**config.mk**
```make
export PLATFORM = sky130hd
export DESIGN_NAME = ivc_top
export DESIGN_NICKNAME = d
export VERILOG_FILES = /design/src/hdl/ivc_pkg.sv /design/src/hdl/ivc_top.sv
export SDC_FILE = /design/constraint.sdc
export NUM_CORES = 1
export LEC_CHECK = 0
export ABC_AREA = 0
export BUFFER_PORTS_ARGS = -buffer_cell sky130_fd_sc_hd__clkbuf_2
export CELL_PAD_IN_SITES_DETAIL_PLACEMENT = 0
export CELL_PAD_IN_SITES_GLOBAL_PLACEMENT = 1
export CORE_UTILIZATION = 45
export DETAILED_ROUTE_END_ITERATION = 8
export PLACE_DENSITY_LB_ADDON = 0.1
export SYNTH_ARGS = -nofsm -noshare
export SYNTH_HDL_FRONTEND = slang
export SYNTH_SLANG_ARGS = --single-unit
```
**constraint.sdc**
```tcl
create_clock -name mclk -period 56.5 [get_ports mclk]
set_clock_uncertainty 0.15 [all_clocks]
set_input_delay 5.65 -clock mclk [delete_from_list [all_inputs] [get_ports mclk]]
set_output_delay 5.65 -clock mclk [all_outputs]
set_load 0.02 [all_outputs]
```
**src/hdl/ivc_pkg.sv**
```systemverilog
// Constants for the nested vector interrupt front end
package ivc_pkg;
    localparam int NUM_LINES = 32;
    localparam int NUM_CHAN = 8;
    localparam int LINES_PER_CHAN = 4;
    localparam logic [5:0] EXC_BASE = 6'h10;
    localparam logic [2:0] PRIO_NONE = 3'h4;
    localparam logic [7:0] OFS_ENABLE = 8'h00;
    localparam logic [7:0] OFS_PEND_SET = 8'h04;
    localparam logic [7:0] OFS_PEND_CLR = 8'h08;
    localparam logic [7:0] OFS_PATH_SEL = 8'h0c;
    localparam logic [7:0] OFS_TRIG_CFG = 8'h10;
    localparam logic [7:0] OFS_CHAN_SEL = 8'h14;
    localparam logic [7:0] OFS_PRIO_LO = 8'h18;
    localparam logic [7:0] OFS_PRIO_HI = 8'h1c;
    localparam logic [7:0] OFS_MASK = 8'h20;
    localparam logic [7:0] OFS_ACTIVE = 8'h24;
    localparam logic [7:0] OFS_STATUS = 8'h28;
    localparam logic [31:0] RST_WORD = 32'h0000_0000;
    localparam logic [15:0] RST_CHAN = 16'h0000;
    localparam logic [63:0] RST_PRIO = 64'h0000_0000_0000_0000;
    localparam logic RST_MASK = 1'b0;
    localparam int STAT_REQ_BIT = 8;
endpackage

```
**src/hdl/ivc_top.sv**
```systemverilog
// Nested vector interrupt controller with trigger selection and APB slave
// Overview of operation
// Thirty-two independent request lines, one source per line.
// Dedicated peripheral requests are always level treated, fixed line.
// Fabric requests select level or rising edge per line.
// Level line keeps re-pending while its input stays high.
// Edge line gives one service per rising transition only.
// Service code must clear held sources, else level re-enters.
// Two-bit priority per line, zero most urgent, three least.
// More urgent request preempts a less urgent service in progress.
// Line zero maps to exception sixteen, onward in order.
// Software may force a line pending without a request.
// Software clear resets only pending bit, never the source.
// Per-line enable, settable or clearable at any time.
// Software disables a line before changing its priority.
// Eight fabric channels, each routed to one of four lines.
// Global mask readable and writable for save and restore.
// Edge detector emits one-cycle pulse per fabric rising edge.
// Present only if more urgent than active; low line wins ties.
// Entry acknowledge clears pending; new requests set it again.
//
// Chosen here: register access over APB and the register offsets.
`timescale 1ns/1ns
module ivc_top
    import ivc_pkg::*;
(
    input wire logic mclk,
    input wire logic srst,
    input wire logic [31:0] fixed_req,
    input wire logic [7:0] fabric_ch,
    input wire logic [7:0] paddr,
    input wire logic psel,
    input wire logic penable,
    input wire logic pwrite,
    input wire logic [31:0] pwdata,
    output logic [31:0] prdata,
    output logic pready,
    output logic pslverr,
    output logic irq_req,
    output logic [4:0] irq_line,
    output logic [5:0] exc_num,
    input wire logic ack_enter,
    input wire logic ack_exit,
    input wire logic [4:0] ack_exit_line
);
    logic [31:0] en_q, en_d;
    logic [31:0] pend_q, pend_d;
    logic [31:0] path_q, trig_q;
    logic [15:0] chan_q;
    logic [63:0] prio_q;
    logic mask_q;
    logic [31:0] act_q, act_d;
    logic [31:0] prev_q;
    logic req_q;
    logic [4:0] line_q;
    logic [5:0] exc_q;
    logic [31:0] fab_line, line_in, edge_sel, edge_pulse, src_evt;
    logic [31:0] cand;
    logic [2:0] best_p, act_p;
    logic [4:0] best_n;
    logic present;

    // Bus decode
    wire wr_en = psel && penable && pwrite;
    wire hit_en = paddr == OFS_ENABLE;
    wire hit_ps = paddr == OFS_PEND_SET;
    wire hit_pc = paddr == OFS_PEND_CLR;
    wire hit_path = paddr == OFS_PATH_SEL;
    wire hit_trig = paddr == OFS_TRIG_CFG;
    wire hit_ch = paddr == OFS_CHAN_SEL;
    wire hit_plo = paddr == OFS_PRIO_LO;
    wire hit_phi = paddr == OFS_PRIO_HI;
    wire hit_mask = paddr == OFS_MASK;
    wire hit_act = paddr == OFS_ACTIVE;
    wire hit_st = paddr == OFS_STATUS;
    wire mapped = hit_en | hit_ps | hit_pc | hit_path | hit_trig | hit_ch
        | hit_plo | hit_phi | hit_mask | hit_act | hit_st;
    wire [31:0] sw_set = (wr_en && hit_ps) ? pwdata : RST_WORD;
    wire [31:0] sw_clr = (wr_en && hit_pc) ? pwdata : RST_WORD;
    wire [31:0] ack_clr = (ack_enter && req_q) ?
        (32'h0000_0001 << line_q) : RST_WORD;
    wire [31:0] exit_clr = ack_exit ?
        (32'h0000_0001 << ack_exit_line) : RST_WORD;

    assign pready = 1'b1;
    assign pslverr = psel && penable && !mapped;

    // Fabric channel demux onto its group of four lines
    genvar g;
    generate
        for (g = 0; g < NUM_LINES; g++) begin : g_line
            localparam int CH = g / LINES_PER_CHAN;
            localparam logic [1:0] SUB = 2'(g % LINES_PER_CHAN);
            assign fab_line[g] = fabric_ch[CH] &&
                (chan_q[2*CH +: 2] == SUB);
        end
    endgenerate

    assign line_in = (path_q & fab_line) | (~path_q & fixed_req);
    assign edge_sel = path_q & trig_q;
    assign edge_pulse = line_in & ~prev_q & edge_sel;
    assign src_evt = (line_in & ~edge_sel) | edge_pulse;
    assign cand = mask_q ? RST_WORD : (pend_q & en_q);

    // Set wins over every clear
    assign pend_d = (pend_q & ~sw_clr & ~ack_clr) | src_evt | sw_set;
    assign act_d = (act_q & ~exit_clr) | ack_clr;
    assign en_d = (wr_en && hit_en) ? pwdata : en_q;

    // Urgency search; lower line wins ties
    always_comb begin
        best_p = PRIO_NONE;
        best_n = 5'h00;
        act_p = PRIO_NONE;
        for (int i = NUM_LINES - 1; i >= 0; i--) begin
            if (cand[i] && ({1'b0, prio_q[2*i +: 2]} <= best_p)) begin
                best_p = {1'b0, prio_q[2*i +: 2]};
                best_n = 5'(i);
            end
            if (act_q[i] && ({1'b0, prio_q[2*i +: 2]} < act_p)) begin
                act_p = {1'b0, prio_q[2*i +: 2]};
            end
        end
    end

    assign present = best_p < act_p;

    always_ff @(posedge mclk) begin
        if (srst) begin
            en_q <= RST_WORD;
            pend_q <= RST_WORD;
            path_q <= RST_WORD;
            trig_q <= RST_WORD;
            chan_q <= RST_CHAN;
            prio_q <= RST_PRIO;
            mask_q <= RST_MASK;
            act_q <= RST_WORD;
            prev_q <= RST_WORD;
        end else begin
            en_q <= en_d;
            pend_q <= pend_d;
            act_q <= act_d;
            prev_q <= line_in;
            if (wr_en && hit_path) begin
                path_q <= pwdata;
            end
            if (wr_en && hit_trig) begin
                trig_q <= pwdata;
            end
            if (wr_en && hit_ch) begin
                chan_q <= pwdata[15:0];
            end
            if (wr_en && hit_plo) begin
                prio_q[31:0] <= pwdata;
            end
            if (wr_en && hit_phi) begin
                prio_q[63:32] <= pwdata;
            end
            if (wr_en && hit_mask) begin
                mask_q <= pwdata[0];
            end
        end
    end

    // Request presented to the core; line held until taken or withdrawn
    wire ack_take = ack_enter && req_q;
    wire line_keep = req_q && !ack_take;
    wire line_moved = req_q && (best_n != line_q);
    wire [5:0] exc_next = 6'(EXC_BASE + {1'b0, best_n});

    always_ff @(posedge mclk) begin
        if (srst) begin
            req_q <= 1'b0;
            line_q <= 5'h00;
            exc_q <= EXC_BASE;
        end else begin
            req_q <= present && !ack_take && !line_moved;
            if (!line_keep) begin
                line_q <= best_n;
                exc_q <= exc_next;
            end
        end
    end

    assign irq_req = req_q;
    assign irq_line = line_q;
    assign exc_num = exc_q;

    // Read data
    wire [31:0] rd_mux =
        hit_en ? en_q :
        (hit_ps | hit_pc) ? pend_q :
        hit_path ? path_q :
        hit_trig ? trig_q :
        hit_ch ? {16'h0000, chan_q} :
        hit_plo ? prio_q[31:0] :
        hit_phi ? prio_q[63:32] :
        hit_mask ? {31'h0000_0000, mask_q} :
        hit_act ? act_q :
        hit_st ? {23'h00_0000, req_q, 3'h0, line_q} :
        RST_WORD;

    always_ff @(posedge mclk) begin
        if (srst) begin
            prdata <= RST_WORD;
        end else if (psel && !penable && !pwrite) begin
            prdata <= rd_mux;
        end
    end

    // Checks
    a_edge_single: assert property (@(posedge mclk) disable iff (srst)
        ((src_evt & $past(src_evt) & edge_sel & $past(edge_sel)) == 0))
        else $error("edge line pulsed twice in a row");

    a_level_repend: assert property (@(posedge mclk) disable iff (srst)
        1'b1 |=> ((($past(line_in & ~edge_sel)) & ~pend_q) == 0))
        else $error("high level line not pending");

    a_sw_set_pend: assert property (@(posedge mclk) disable iff (srst)
        (wr_en && hit_ps) |=> ((pend_q & $past(pwdata)) == $past(pwdata)))
        else $error("software set did not pend");

    a_sw_clr_pend: assert property (@(posedge mclk) disable iff (srst)
        (wr_en && hit_pc) |=> ((pend_q & $past(pwdata & ~src_evt)) == 0))
        else $error("software clear left pending");

    a_exc_map: assert property (@(posedge mclk) disable iff (srst)
        irq_req |-> (exc_num == {1'b0, irq_line} + 6'h10))
        else $error("exception number mismatch");

    a_mask_blocks: assert property (@(posedge mclk) disable iff (srst)
        mask_q |=> !irq_req)
        else $error("request while masked");

    a_nest_urgent: assert property (@(posedge mclk) disable iff (srst)
        $rose(irq_req) |-> ($past(best_p) < $past(act_p)))
        else $error("request not more urgent than active");

    a_ack_enter: assert property (@(posedge mclk) disable iff (srst)
        (ack_enter && irq_req) |=> act_q[$past(irq_line)] && !irq_req)
        else $error("entry acknowledge not taken");

    a_enable_gate: assert property (@(posedge mclk) disable iff (srst)
        (en_q == 0) |=> !irq_req)
        else $error("request with all lines disabled");

    a_fixed_level: assert property (@(posedge mclk) disable iff (srst)
        ((~path_q & fixed_req & ~src_evt) == 0))
        else $error("dedicated request not level treated");

    a_fabric_level: assert property (@(posedge mclk) disable iff (srst)
        ((path_q & ~trig_q & line_in & ~src_evt) == 0))
        else $error("fabric level line not pending");

    a_edge_rise: assert property (@(posedge mclk) disable iff (srst)
        !$past(srst) |->
        (edge_pulse == (line_in & ~$past(line_in) & edge_sel)))
        else $error("edge pulse not on rising transition");

    a_chan_route: assert property (@(posedge mclk) disable iff (srst)
        ($countones(fab_line) == $countones(fabric_ch)))
        else $error("fabric channel not on exactly one line");

    a_req_urgent: assert property (@(posedge mclk) disable iff (srst)
        irq_req |-> $past(present))
        else $error("request without more urgent candidate");

    a_line_hold: assert property (@(posedge mclk) disable iff (srst)
        (irq_req && $past(irq_req)) |-> $stable(irq_line))
        else $error("presented line changed under request");

    a_ack_clears: assert property (@(posedge mclk) disable iff (srst)
        (ack_enter && irq_req) |=>
        ((pend_q & $past(ack_clr & ~src_evt & ~sw_set)) == 0))
        else $error("entry acknowledge left pending");

    a_ack_refused: assert property (@(posedge mclk) disable iff (srst)
        (ack_enter && !irq_req) |=> (act_q == $past(act_q & ~exit_clr)))
        else $error("idle acknowledge changed active set");

    a_exit_clears: assert property (@(posedge mclk) disable iff (srst)
        ack_exit |=> ((act_q & $past(exit_clr & ~ack_clr)) == 0))
        else $error("exit left line active");

    a_enabled_only: assert property (@(posedge mclk) disable iff (srst)
        irq_req |-> $past(cand != 32'h0000_0000))
        else $error("request without enabled pending line");

    a_mask_write: assert property (@(posedge mclk) disable iff (srst)
        (wr_en && hit_mask) |=> (mask_q == $past(pwdata[0])))
        else $error("mask write not stored");

    a_exc_floor: assert property (@(posedge mclk) disable iff (srst)
        (exc_num >= EXC_BASE))
        else $error("exception number below base");

    a_clr_only: assert property (@(posedge mclk) disable iff (srst)
        (wr_en && hit_pc) |=> (en_q == $past(en_q)))
        else $error("pending clear touched enable");

    c_nested: cover property (@(posedge mclk) disable iff (srst)
        ack_enter && irq_req && (act_q != 0));
    c_edge_evt: cover property (@(posedge mclk) disable iff (srst)
        (edge_pulse != 0));
    c_mask_hold: cover property (@(posedge mclk) disable iff (srst)
        mask_q && (pend_q & en_q) != 0);
    c_sw_present: cover property (@(posedge mclk) disable iff (srst)
        (wr_en && hit_ps) ##2 irq_req);
    c_level_again: cover property (@(posedge mclk) disable iff (srst)
        ack_enter && irq_req && ((fixed_req & en_q) != 0));
endmodule

```
==> flow_summary.ini <==
[logic_synthesis]
ys_top_cells_by_area = dfxtp_1, nand2_1, a21oi_1
dominantRegCellSynth = dfxtp_1
yosys_warnings = 0
yosys-top-cells-count = nand2_1, a21oi_1, dfxtp_1
async_reset_ff_frac = 0
syn-instance-count = 2840
yosysMostFrequentCell = nand2_1
post-synth-top-area-fraction = 0.306
synth.avg_cell_area_um2 = 7.18
synth_sequential_area_ratio = 0.306
syn-num-nets = 3000
syn-cell-area_mm2 = 0.0204
synth_edf_count = 0
ys_seq_elements = 312
ys_types = 110
yosysTopAreaCell = dfxtp_1

[clocking]
holdBufCountCts = 0
clk_latency_ps = 540
cts_resized = 0
cts.sinks = 312
postCtsSetupRepairBufs = 0
clk_pin_slew_ps = 60
clock-root-buffer = clkbuf_16
numCtsBuffers = 34
tritoncts = built
h-tree-depth = 2
clock_path_buffers = 3

[worst_setup_path]
rr_startpoint = mask_q
setup.worst_path.start = mask_q
crit_buf_inv = 7
path_delay_family = compound AO/OA/AOI/OAI gates
crit_type = flop to flop
cp.required_ps = 56820
path_max_fanout = 28
cp-end-kind = flop
cp-start-kind = flop
slowest_stage = nor3_1
critPathArrivalTime_ps = 46620
cp_slowest_stage_delay_ps = 790
crit_top_cell = nor2_1

[die]
io_pins = 138
fp.dieW_um = 215
die_area_mm2 = 0.0462
core_area_mm2 = 0.0444
die_h_um = 215
num_rows = 77
start_util = 0.459

[layout]
multi_input_comb_area_mm2 = 0.0132
layout.nets = 3032
drive_above_1_share = 0.114
final-seq-area_mm2 = 0.00625
fillers = 4520
area_delta_synth_final_pct = 10.5
fin_area_mm2 = 0.0225

[worst_hold_path]
hp-class = flop to flop
hold_start = exc_num[4]

[placed_design]
gp_congestion = 0.982
place_hpwl_um = 66700
port_buffers = 136
dpl-instance-area_mm2 = 0.0214

[timing]
finalCriticalPeriod_ps = 46290
period_share = 0.819
rsz0062_at_grt = no
setup_violations = 0
slew_viol_final = 0
slew_headroom = 0.245
max_freq_mhz = 21.6
tns_ps = 0
hold_violations = 0
max_slew.worst_pin.slew_ps = 1100

[global_route]
antenna_found_initial = 4
track_usage = 0.380
grt_pass1_wl_um = 134000
first_global_vias = 20900
grt_start_max_net_pins = 202
grt-ovfl-total = 0

[routing]
avgRoutedWirePerCell_um = 26.0
antenna_left = 0
post-route-drc-count = 0
drtIter0Drc = 3018
dr.pass1.iters = 9
wirelength_um = 90500
vias = 22800
vias_per_cell = 6.53

[power_and_ir_drop]
power_density_mw_per_mm2 = 21.2
leakage_nw = 8.04
vdd_drop_max_mv = 0.0284

[status]
outcome = finished, final reports clean

[job]
drv_cap = 0
[area by class of cell]
type / count / area share
tap: 592 / 0.0329
sequential: 312 / 0.277
multi-input combinational: 2278 / 0.587
inverter: 83 / 0.0138
clock buffer: 50 / 0.0436
clock inverter: 10 / 0.00461
antenna: 1 / 0.000111
timing repair buffer: 163 / 0.0402
[final timing paths]
check,slack (ps),cells past startpoint,endpoint
max,10210,213,irq_req
max reg2reg,10210,213,irq_req
min,310,2,exc_num[4]
min reg2reg,310,2,exc_num[4]
[through the flow]
stage | hold WS (ps) | utilization | setup slack [ps] | cells | total power [mW]
3_5_place_dp | 304 | 0.483 | 10920 | 3428 | 0.258
3_3_place_gp | 287 | 0.483 | 12650 | 3428 | 0.258
6_report | 314 | 0.507 | 10210 | 3489 | 0.477
5_1_grt | 324 | 0.507 | 6500 | 3488 | 0.488
4_1_cts | 314 | 0.507 | 10790 | 3488 | 0.476
2_1_floorplan | 294 | - | 15520 | 2840 | 0.245
[where the power goes]
part / internal [mW] / leakage, nW / switching, mW
Combinational: 0.00777 / 4.97 / 0.0183
Clock: 0.127 / 0.532 / 0.0966
Sequential: 0.224 / 2.54 / 0.00411
[worst min-delay path: cells and delay by family, from the launching register on]
| kind | cells | cell delay, ps |
|---|---|---|
| flip-flops | 1 | 310 |
| AND/OR/NAND/NOR | 2 | 110 |
[routing by layer]
| layer | vias up | global-route usage | share of wire |
|---|---|---|---|
| li1 | 10400 | - | - |
| met1 | 11000 | 0.527 | 0.43 |
| met2 | 1218 | 0.583 | 0.43 |
| met3 | 182 | 0.0726 | 0.10 |
| met4 | 2 | 0.137 | 0.036 |
| met5 | - | 0 | 0.00014 |
[sequential cells by signal, summed over array words and instances, names as in the netlist]
signal / count
irq_req: 1
chan_q: 16
pend_q: 32
exc_num: 1
act_q: 32
en_q: 32
prev_q: 32
prio_q: 64
mask_q: 1
prdata: 32
trig_q: 32
irq_line: 5
path_q: 32
[cell families (layout without fill, tap and decap cells)]
family	count (synthesis)	after routing	synth area share
AOI/OAI and AO/OA	948	948	0.304
xor gates and xnor gates	1	1	0.000430
adders and majority gates	76	76	0.0457
buffers and inverters	250	306	0.0496
DFF	312	312	0.306
muxes	26	26	0.0141
other	1	2	0.000184
and+or+nand+nor	1226	1226	0.279
[cell usage in the layout (no fill, tap or decap), drive strengths merged, types with 49 or more instances in the layout]
| cell | Yosys | layout |
|---|---|---|
| clkbuf | 145 | 185 |
| a22oi | 49 | 49 |
| dfxtp | 312 | 312 |
| a21oi | 368 | 368 |
| nor2 | 191 | 191 |
| nand3 | 119 | 119 |
| o21ai | 151 | 151 |
| ha | 68 | 68 |
| inv | 83 | 86 |
| nand2 | 614 | 614 |
Power figures use the tool's default switching activity.
